===== src/inc/tpwm_consts.vh =====
// register offsets, field positions, reset values and mode codes for the trigger timer
// assumes a 32-bit wishbone slave with byte addresses; included by bare name
`ifndef TPWM_CONSTS_VH
`define TPWM_CONSTS_VH

`define TPWM_ADR_CTL0      4'h0
`define TPWM_ADR_CTL1      4'h1
`define TPWM_ADR_IOC1      4'h2
`define TPWM_ADR_IOC2      4'h3
`define TPWM_ADR_CCR0      4'h4
`define TPWM_ADR_CCR1      4'h5
`define TPWM_ADR_CCR2      4'h6
`define TPWM_ADR_CCR3      4'h7
`define TPWM_ADR_CNT       4'h8
`define TPWM_ADR_STAT      4'h9

`define TPWM_CTL0_RUN      7
`define TPWM_CKS_HI        2
`define TPWM_CKS_LO        0
`define TPWM_CTL1_EST      6
`define TPWM_CTL1_EEE      5
`define TPWM_MD_HI         2
`define TPWM_MD_LO         0
`define TPWM_MODE_TRIG     3'h2
`define TPWM_MODE_PWM_MEAS 3'h6

`define TPWM_EDGE_NONE     2'h0
`define TPWM_EDGE_RISE     2'h1
`define TPWM_EDGE_FALL     2'h2
`define TPWM_EDGE_BOTH     2'h3

`define TPWM_CNT_PARK      16'hffff
`define TPWM_CNT_ZERO      16'h0000
`define TPWM_RST_BYTE      8'h00
`define TPWM_RST_WORD      16'h0000

`endif


===== src/core/tpwm_timer.v =====
// triggered pwm / pulse width timer: one 16-bit counter, cycle register, three duty channels
// assumes classic wishbone master on clk_i; pins are asynchronous and synchronised here
// What this block does
// - run bit set outside mode 110: wait for trigger, idle
// - trigger: counter parked ffff jumps to zero
// - trigger while running restarts from zero
// - duty outputs go high on every trigger
// - channel zero output toggles, not pwm
// - period cycle plus one, width duty count
// - cycle match clears counter, raises interrupt
// - channel k interrupt on buffered compare match
// - buffers load at an armed cycle-match clear, or at a trigger from stop
// - trigger is pin edge or software bit
// - only channel-one write arms buffer reload
// - mode 110 measures, counts from run
// - capture edge stores count, clears counter
// - capture m raises interrupt m
// - event pin clocks counter in measurement too
// - run bit zero stops, one counts in mode 110 or after a trigger
`include "tpwm_consts.vh"
`timescale 1ns/1ns
module tpwm_timer #(
    parameter CW = 16
) (
    // clock and reset
    input  wire          clk_i,
    input  wire          rst_i,
    // wishbone slave
    input  wire          cyc_i,
    input  wire          stb_i,
    input  wire          we_i,
    input  wire [5:0]    adr_i,
    input  wire [3:0]    sel_i,
    input  wire [31:0]   dat_i,
    output reg  [31:0]   dat_o,
    output reg           ack_o,
    // pins
    input  wire          trig_pin_i,
    input  wire          event_clock_input_i,
    input  wire [3:0]    capture_input_i,
    output reg           toggle_output_zero_o,
    output reg  [3:1]    channel_pwm_output_o,
    // interrupt requests
    output reg           cycle_match_interrupt_o,
    output reg  [3:1]    channel_match_interrupt_o
);
    // software-visible registers and the compare buffers behind them
    reg  [7:0]    ctl0_r;
    reg  [7:0]    ctl1_r;
    reg  [7:0]    ioc1_r;
    reg  [1:0]    ioc2_r;
    reg  [CW-1:0] ccr_r [0:3];
    reg  [CW-1:0] buf_r [0:3];
    reg  [CW-1:0] cnt_r;
    reg           running_r;
    reg           reload_arm_r;
    reg           est_r;
    reg  [2:0]    pre_r;
    reg  [7:0]    div_r;
    // pin edge strobes, one clock each
    wire          trig_edge;
    wire          evt_edge;
    wire [3:0]    cap_edge;
    wire [3:0]    cap_sel_none;
    wire [3:1]    ch_hit;
    wire [3:1]    ch_done;
    wire [CW-1:0] cnt_inc;
    wire [CW-1:0] cap_val;
    reg  [31:0]   dat_nxt;

    wire       run        = ctl0_r[`TPWM_CTL0_RUN];
    wire [2:0] cks        = ctl0_r[`TPWM_CKS_HI:`TPWM_CKS_LO];
    wire       eee        = ctl1_r[`TPWM_CTL1_EEE];
    wire [2:0] mode       = ctl1_r[`TPWM_MD_HI:`TPWM_MD_LO];
    wire       meas       = (mode == `TPWM_MODE_PWM_MEAS);
    wire       trig_mode  = (mode == `TPWM_MODE_TRIG);
    wire       bus_req    = cyc_i && stb_i && !ack_o;
    wire       bus_wr     = bus_req && we_i;
    wire [3:0] widx       = adr_i[5:2];

    // edge detectors share one module; unused capture selects stay quiet
    tpwm_edge u_trig (
        .clk_i  (clk_i),
        .rst_i  (rst_i),
        .pin_i  (trig_pin_i),
        .sel_i  (ioc2_r),
        .edge_o (trig_edge)
    );

    tpwm_edge u_evt (
        .clk_i  (clk_i),
        .rst_i  (rst_i),
        .pin_i  (event_clock_input_i),
        .sel_i  (`TPWM_EDGE_RISE),
        .edge_o (evt_edge)
    );

    genvar g;
    generate
        for (g = 0; g < 4; g = g + 1) begin : g_cap
            tpwm_edge u_cap (
                .clk_i  (clk_i),
                .rst_i  (rst_i),
                .pin_i  (capture_input_i[g]),
                .sel_i  (ioc1_r[2*g+1:2*g]),
                .edge_o (cap_edge[g])
            );
            assign cap_sel_none[g] = (ioc1_r[2*g+1:2*g] == `TPWM_EDGE_NONE);
        end
    endgenerate

    // count tick: event pin edges, or internal clock divided by 2^cks
    wire internal_tick = (cks == 3'h0) ? 1'b1 : (div_r == 8'h00);
    wire tick = run && (eee ? evt_edge : internal_tick);

    // software trigger pulse latched from write, consumed next cycle
    wire trigger = run && trig_mode && (trig_edge || est_r);
    wire cyc_match = running_r && tick && (cnt_r == buf_r[0]);
    wire [3:0] cap_hit = cap_edge & ~cap_sel_none;

    // capture keeps a tick that lands with the edge; an edge between ticks still counts
    assign cnt_inc = cnt_r + 16'h0001;
    assign cap_val = tick ? cnt_inc : cnt_r;

    // compare on the next count so each output changes on the count it names
    generate
        for (g = 1; g < 4; g = g + 1) begin : g_cmp
            assign ch_hit[g]  = (cnt_inc == buf_r[g]);
            assign ch_done[g] = (cnt_inc >= buf_r[g]);
        end
    endgenerate

    always @(posedge clk_i) begin
        if (rst_i) begin
            pre_r <= 3'h0;
            div_r <= 8'h00;
        end else begin
            // a changed select reloads at once instead of waiting out the old count
            pre_r <= cks;
            if (pre_r != cks || div_r == 8'h00) begin
                div_r <= (8'h01 << cks) - 8'h01;
            end else begin
                div_r <= div_r - 8'h01;
            end
        end
    end

    integer i;
    integer j;
    always @(posedge clk_i) begin
        if (rst_i) begin
            ctl0_r       <= `TPWM_RST_BYTE;
            ctl1_r       <= `TPWM_RST_BYTE;
            ioc1_r       <= `TPWM_RST_BYTE;
            ioc2_r       <= `TPWM_EDGE_NONE;
            est_r        <= 1'b0;
            reload_arm_r <= 1'b0;
            for (i = 0; i < 4; i = i + 1) begin
                ccr_r[i] <= `TPWM_RST_WORD;
                buf_r[i] <= `TPWM_RST_WORD;
            end
        end else begin
            // software trigger reads back zero; est_r holds the one-cycle pulse
            est_r <= 1'b0;
            if (bus_wr && sel_i[0]) begin
                case (widx)
                    `TPWM_ADR_CTL0: ctl0_r <= dat_i[7:0];
                    `TPWM_ADR_CTL1: begin
                        ctl1_r <= dat_i[7:0] & ~(8'h01 << `TPWM_CTL1_EST);
                        est_r  <= dat_i[`TPWM_CTL1_EST];
                    end
                    `TPWM_ADR_IOC1: ioc1_r <= dat_i[7:0];
                    `TPWM_ADR_IOC2: ioc2_r <= dat_i[1:0];
                    default: ;
                endcase
            end

            // ccr writes refused while measuring so captures are not overwritten
            if (bus_wr && widx >= `TPWM_ADR_CCR0 && widx <= `TPWM_ADR_CCR3 && !meas) begin
                if (sel_i[0]) ccr_r[widx[1:0]][7:0]  <= dat_i[7:0];
                if (sel_i[1]) ccr_r[widx[1:0]][15:8] <= dat_i[15:8];
            end

            // load wins over a new arm in the same cycle only if no new ch1 write
            if (cyc_match && reload_arm_r) begin
                for (i = 0; i < 4; i = i + 1) buf_r[i] <= ccr_r[i];
                reload_arm_r <= 1'b0;
            end
            if (bus_wr && widx == `TPWM_ADR_CCR1) reload_arm_r <= 1'b1;

            // a fresh start from stop copies the registers directly
            if (trigger && !running_r) begin
                for (i = 0; i < 4; i = i + 1) buf_r[i] <= ccr_r[i];
            end

            // every valid edge captures, whether or not a count tick falls with it
            if (meas && running_r) begin
                for (i = 0; i < 4; i = i + 1) begin
                    if (cap_hit[i]) ccr_r[i] <= cap_val;
                end
            end
        end
    end

    // counter, outputs and interrupt pulses
    always @(posedge clk_i) begin
        if (rst_i) begin
            cnt_r                     <= `TPWM_CNT_PARK;
            running_r                 <= 1'b0;
            toggle_output_zero_o      <= 1'b0;
            channel_pwm_output_o      <= 3'h0;
            cycle_match_interrupt_o   <= 1'b0;
            channel_match_interrupt_o <= 3'h0;
        end else begin
            cycle_match_interrupt_o   <= 1'b0;
            channel_match_interrupt_o <= 3'h0;
            // stopping parks the counter so the next trigger jumps from ffff
            if (!run) begin
                running_r            <= 1'b0;
                cnt_r                <= `TPWM_CNT_PARK;
                toggle_output_zero_o <= 1'b0;
                channel_pwm_output_o <= 3'h0;
            end else if (meas) begin
                running_r <= 1'b1;
                if (!running_r) begin
                    cnt_r <= `TPWM_CNT_ZERO;
                end else begin
                    if (|cap_hit) begin
                        cnt_r <= `TPWM_CNT_ZERO;
                    end else if (tick) begin
                        cnt_r <= cnt_inc;
                    end
                    cycle_match_interrupt_o   <= cap_hit[0];
                    channel_match_interrupt_o <= cap_hit[3:1];
                end
            end else if (trigger) begin
                // a retrigger mid-period restarts counter and outputs like the first one, but leaves the buffers unloaded
                running_r            <= 1'b1;
                cnt_r                <= `TPWM_CNT_ZERO;
                toggle_output_zero_o <= ~toggle_output_zero_o;
                channel_pwm_output_o <= 3'h7;
            end else if (running_r && tick) begin
                if (cyc_match) begin
                    cnt_r                   <= `TPWM_CNT_ZERO;
                    cycle_match_interrupt_o <= 1'b1;
                    toggle_output_zero_o    <= ~toggle_output_zero_o;
                    channel_pwm_output_o    <= 3'h7;
                end else begin
                    cnt_r <= cnt_inc;
                end

                // per channel: interrupt on the compare count, low from there on
                for (j = 1; j < 4; j = j + 1) begin
                    if (ch_hit[j] && !cyc_match) begin
                        channel_match_interrupt_o[j] <= 1'b1;
                    end
                    // width = duty counts: drop when next count reaches duty
                    if (!cyc_match && ch_done[j]) begin
                        channel_pwm_output_o[j] <= 1'b0;
                    end else if (cyc_match && buf_r[j] == `TPWM_RST_WORD) begin
                        // zero duty stays low through a period begun at cycle match; after a trigger it drops at the first tick
                        channel_pwm_output_o[j] <= 1'b0;
                    end
                end
            end
        end
    end

    // read mux kept combinational; the register below makes dat_o stand with ack
    always @* begin
        dat_nxt = 32'h0000_0000;
        case (widx)
            `TPWM_ADR_CTL0: dat_nxt = {24'h000000, ctl0_r};
            `TPWM_ADR_CTL1: dat_nxt = {24'h000000, ctl1_r};
            `TPWM_ADR_IOC1: dat_nxt = {24'h000000, ioc1_r};
            `TPWM_ADR_IOC2: dat_nxt = {30'h0, ioc2_r};
            `TPWM_ADR_CCR0: dat_nxt = {16'h0000, ccr_r[0]};
            `TPWM_ADR_CCR1: dat_nxt = {16'h0000, ccr_r[1]};
            `TPWM_ADR_CCR2: dat_nxt = {16'h0000, ccr_r[2]};
            `TPWM_ADR_CCR3: dat_nxt = {16'h0000, ccr_r[3]};
            `TPWM_ADR_CNT:  dat_nxt = {16'h0000, cnt_r};
            `TPWM_ADR_STAT: dat_nxt = {30'h0, reload_arm_r, running_r};
            default:        dat_nxt = 32'h0000_0000;
        endcase
    end

    // wishbone read and one-cycle ack
    always @(posedge clk_i) begin
        if (rst_i) begin
            ack_o <= 1'b0;
            dat_o <= 32'h0000_0000;
        end else begin
            ack_o <= bus_req;
            dat_o <= (bus_req && !we_i) ? dat_nxt : 32'h0000_0000;
        end
    end
endmodule // tpwm_timer


===== src/core/tpwm_edge.v =====
// edge detector with two-flop synchroniser for one external pin
// assumes pin is asynchronous to clk_i; sel encodes none/rise/fall/both
`include "tpwm_consts.vh"
`timescale 1ns/1ns
module tpwm_edge (
    // clock and reset
    input  wire       clk_i,
    input  wire       rst_i,
    // pin and edge select
    input  wire       pin_i,
    input  wire [1:0] sel_i,
    // detected edge, one cycle
    output wire       edge_o
);
    reg sync1_r;
    reg sync2_r;
    reg last_r;

    always @(posedge clk_i) begin
        if (rst_i) begin
            sync1_r <= 1'b0;
            sync2_r <= 1'b0;
            last_r  <= 1'b0;
        end else begin
            sync1_r <= pin_i;
            sync2_r <= sync1_r;
            last_r  <= sync2_r;
        end
    end

    assign edge_o = ((sel_i == `TPWM_EDGE_RISE || sel_i == `TPWM_EDGE_BOTH) && sync2_r && !last_r) ||
                    ((sel_i == `TPWM_EDGE_FALL || sel_i == `TPWM_EDGE_BOTH) && !sync2_r && last_r);
endmodule // tpwm_edge


===== config.mk =====
export PLATFORM = sky130hd
export DESIGN_NAME = tpwm_timer
export DESIGN_NICKNAME = d
export VERILOG_FILES = /design/src/core/tpwm_timer.v /design/src/core/tpwm_edge.v
export VERILOG_INCLUDE_DIRS = /design/src /design/src/inc
export SDC_FILE = /design/constraint.sdc
export NUM_CORES = 1
export LEC_CHECK = 0
export BUFFER_PORTS_ARGS = -buffer_cell sky130_fd_sc_hd__buf_2
export CAP_MARGIN = 10
export CORE_AREA = 2 2 219 221
export DETAILED_ROUTE_END_ITERATION = 7
export DIE_AREA = 0 0 221 223
export HOLD_SLACK_MARGIN = 0.08
export PLACE_DENSITY = 0.41
export REMOVE_ABC_BUFFERS = 1
export SLEW_MARGIN = 10
export SYNTH_ARGS = -nofsm -noshare
export SYNTH_HDL_FRONTEND = slang
export SYNTH_SLANG_ARGS = --single-unit

===== constraint.sdc =====
create_clock -name clk_i -period 9.4 [get_ports clk_i]
set_clock_uncertainty 0.05 [all_clocks]
set_input_delay 0.47 -clock clk_i [delete_from_list [all_inputs] [get_ports clk_i]]
set_output_delay 0.47 -clock clk_i [all_outputs]
set_load 0.03 [all_outputs]

==> impl_metrics.csv <==
group,metric,value,unit
final_layout,layout.cells.most_common,"edfxtp_1",
final_layout,layout_common_cells,"edfxtp_1, dfxtp_1, nor2_1, and2_1, o2bb2ai_1",
global_routing,met2_usage,25.1,%
routing,vias,8837,
cts,root_buffer,"clkbuf_16",
cts,clk_path_buf_depth,3,
final_layout,fin_area,13400,sq um
timing,hold_violations,0,
yosys,syn_inst,1127,
final_layout,nNetsFinal,1262,
yosys,ys_seq_area_share,49.8,%
floorplan,ios,94,
hold_path,hold_path_class,"in2reg",
final_layout,seqCellArea,5810,sq um
critical_path,path_cells,"ha_1 > and3_1 > nand3_1 > nor2_1 > xor2_1 > ha_1 > nand4_1 > or4_1 > or4_1 > o211ai_1 > a221o_1 > a211oi_1",
hold_path,hp-start,"trig_pin_i",
placed_design,hpwl,29300,um
critical_path,r2r_end,"channel_pwm_output_o[1]$_SDFFE_PP0P_",
routing,via_per_inst,4.93,
global_routing,grt_pass1_vias,8658,
pwr,ir_drop,0.000119,V
timing,setup_slack,4.76,ns
yosys,synth.distinct_cells,64,
timing,fin_crit_sh,49.4,%
floorplan,die_w,221,um
cts,tritoncts,"built",
yosys,yosys_warnings,0,
final_layout,multiInputGateArea,5300,sq um
timing,drv_slew,0,
final_layout,n_antenna_cell,0,
routing,detail_route.iter0.violations,867,
final_layout,nFillCells,4922,
critical_path,critPathKind,"reg2reg",
pwr,p_per_area,174,nW/um^2
timing,tightest_slew,1.07,ns
final_layout,syn_to_final_growth,14.7,%
yosys,async_flop_share,0,%
timing,max_slew_margin,28.5,%
global_routing,grt_overflow,0,
critical_path,cp_max_fo,11,
cts,postCtsSetupRepairBufs,0,
cts,cts_resized,0,
floorplan,die_area,49300,sq um
critical_path,r2r_slack,4.76,ns
critical_path,r2r_start,"cnt_r[0]$_SDFFE_PP1P_",
placed_design,portBuffers,57,
floorplan,start_util,24.7,%
timing,fin_crit,4.64,ns
routing,wl_per_cell,22.0,um
timing,timing.fmax,215,MHz
yosys,synth.avg_cell_area,10.3,sq um
routing,firstDrtPassIters,5,
cts,cts_max_level,1,
global_routing,top_usage_layer,"met2",
placed_design,placed_area,12500,sq um
yosys,synthFlopType,"edfxtp_1",
pwr,p_leak,4.96,nW
cts,clock_sinks,226,
yosys,synth_edf_count,128,
floorplan,core_region_area,47100,sq um
final_layout,drive_gt1_share,10.5,%
critical_path,crit_arrival,4.98,ns
critical_path,cpMaxStageDelayCell,"dfxtp_1",
placed_design,place_ws,4.77,ns
routing,drc,0,
floorplan,die_y,223,um
yosys,ys_ff_latch,226,
global_routing,met1_usage,21.8,%
timing,fin_tns_setup,0,ns
timing,rsz0062_at_grt,"false",
cts,insertion_delay,0.54,ns
global_routing,grt_pass1_wl,57900,um
global_routing,grt_start_max_net_pins,68,
run,maxCapViolations,0,
critical_path,crit_path_start_kind,"flip-flop",
floorplan,num_rows,80,
hold_path,hold_end,"u_trig.sync1_r$_SDFF_PP0_",
placed_design,dp_cells,1740,
routing,postRouteAntennaNets,0,
critical_path,worstSetupEndpointType,"flip-flop",
yosys,syn_area,11600,sq um
outcome,outcome,"finished clean",
critical_path,critPathRequiredTime,9.74,ns
cts,cts_inserted_buffers,27,
final_layout,fin_cells,1794,
global_routing,antenna_found_initial,1,
placed_design,gp_congestion,0.811,
global_routing,met3_usage,2.48,%
timing,setup_viol,0,
cts,ctsHoldBuffers,5,
critical_path,cp-startpoint,"cnt_r[0]$_SDFFE_PP1P_",
hold_path,hold-path-cell-count,2,
cts,clkTransAtPathRegs,0.06,ns
routing,drt-total-wl,39400,um
global_routing,grt_usage,15.6,%
critical_path,reg2regPathDepth,12,
critical_path,max_stage_delay,0.67,ns
## worst max-delay path, delay by kind of cell, from the launching register on
kind            cells  cell delay (ns)
simple gates        6             2.37
compound gates      3             0.34
flops               1             0.67
xor+xnor            1             0.46
fa+ha+maj           2             0.58
## per-layer routing
metal / share of wire (%) / vias to the layer above / wire length [um]
li1: - / 4191 / -
met1: 47 / 4314 / 18500
met2: 45 / 278 / 17900
met3: 5.5 / 52 / 2160
met4: 2.2 / 2 / 857
met5: 0.033 / - / 13
## final cells by class
class                           count  area share (%)
Clock buffer                       44            5.91
Clock inverter                      5           0.384
Inverter                           53            1.49
Multi-Input combinational cell    774            39.6
Sequential cell                   226            43.5
Tap cell                          615            5.76
Timing Repair Buffer               77            3.35
## logic make-up after synthesis
group	share of synthesized area, %
other	0.0322
flip-flops	49.8
adder cells (fa/ha/maj)	5.37
multiplexers	1.63
buffers and inverters	5.31
AO/OA/AOI/OAI	15.9
AND/OR/NAND/NOR	17.9
XOR/XNOR	4.06
## worst max path at each step
stage,end,slack [ns],cells after the start
after global placement,channel_pwm_output_o[1]$_SDFFE_PP0P_,4.82,12
after global routing,channel_pwm_output_o[1]$_SDFFE_PP0P_,4.45,12
after floorplan,channel_pwm_output_o[1]$_SDFFE_PP0P_,5.78,12
after CTS,channel_pwm_output_o[1]$_SDFFE_PP0P_,4.75,12
after detailed placement,channel_pwm_output_o[1]$_SDFFE_PP0P_,4.77,12
final,channel_pwm_output_o[1]$_SDFFE_PP0P_,4.76,12
## state kept, by name, indices dropped and copies added, names as in the netlist, 7 cells and up
signal and count:
buf_r 64, ctl1_r 7, cnt_r 16, ctl0_r 8
dat_o 16, ccr_r 64, div_r 8, ioc1_r 8
## cell usage after synthesis (4+ instances only)
master / count / area (sq um)
a21oi_1: 57 / 285
or4_1: 4 / 30.0
and4_1: 4 / 35.0
inv_1: 53 / 199
nor3_1: 19 / 95.1
edfxtp_1: 128 / 3840
o2bb2ai_1: 66 / 578
mux2i_1: 19 / 190
a222oi_1: 14 / 140
nor2b_1: 28 / 175
nand2_1: 50 / 188
buf_2: 18 / 90.1
nand3b_1: 8 / 60.1
o21a_1: 4 / 30.0
o21ai_0: 26 / 130
xor2_1: 11 / 96.3
and2_1: 66 / 413
and3_1: 5 / 31.3
a22oi_1: 22 / 165
nor2_1: 82 / 308
nand4_1: 16 / 100
a211oi_1: 5 / 37.5
nor3b_1: 6 / 45.0
buf_1: 7 / 26.3
nand2b_1: 17 / 106
o211ai_1: 4 / 30.0
a31oi_1: 19 / 119
nor3_2: 4 / 40.0
and3b_1: 4 / 35.0
buf_4: 16 / 120
xnor2_1: 43 / 377
dfxtp_1: 98 / 1960
a221oi_1: 8 / 70.1
clkbuf_1: 46 / 173
nand3_1: 35 / 175
or3_1: 8 / 50.1
nor4_1: 14 / 87.6
ha_1: 50 / 626
a221o_1: 6 / 60.1
## power breakdown
group	total, W	internal [W]	switching, W
logic	0.000206	0.0000779	0.000128
clock network	0.00101	0.000597	0.000415
registers	0.00111	0.00108	0.0000316
total	0.00233	0.00176	0.000575
## per-stage QoR
step | hold WS [ns] | power [W] | util (%)
3_5_place_dp | 0.375 | 0.00134 | 26.4
2_1_floorplan | 0.357 | 0.00126 | -
5_1_grt | 0.127 | 0.00242 | 28.3
3_3_place_gp | 0.374 | 0.00134 | 26.4
4_1_cts | 0.0807 | 0.00236 | 28.3
6_report | 0.0933 | 0.00233 | 28.3
No activity file was read; power rests on OpenSTA's default activity.
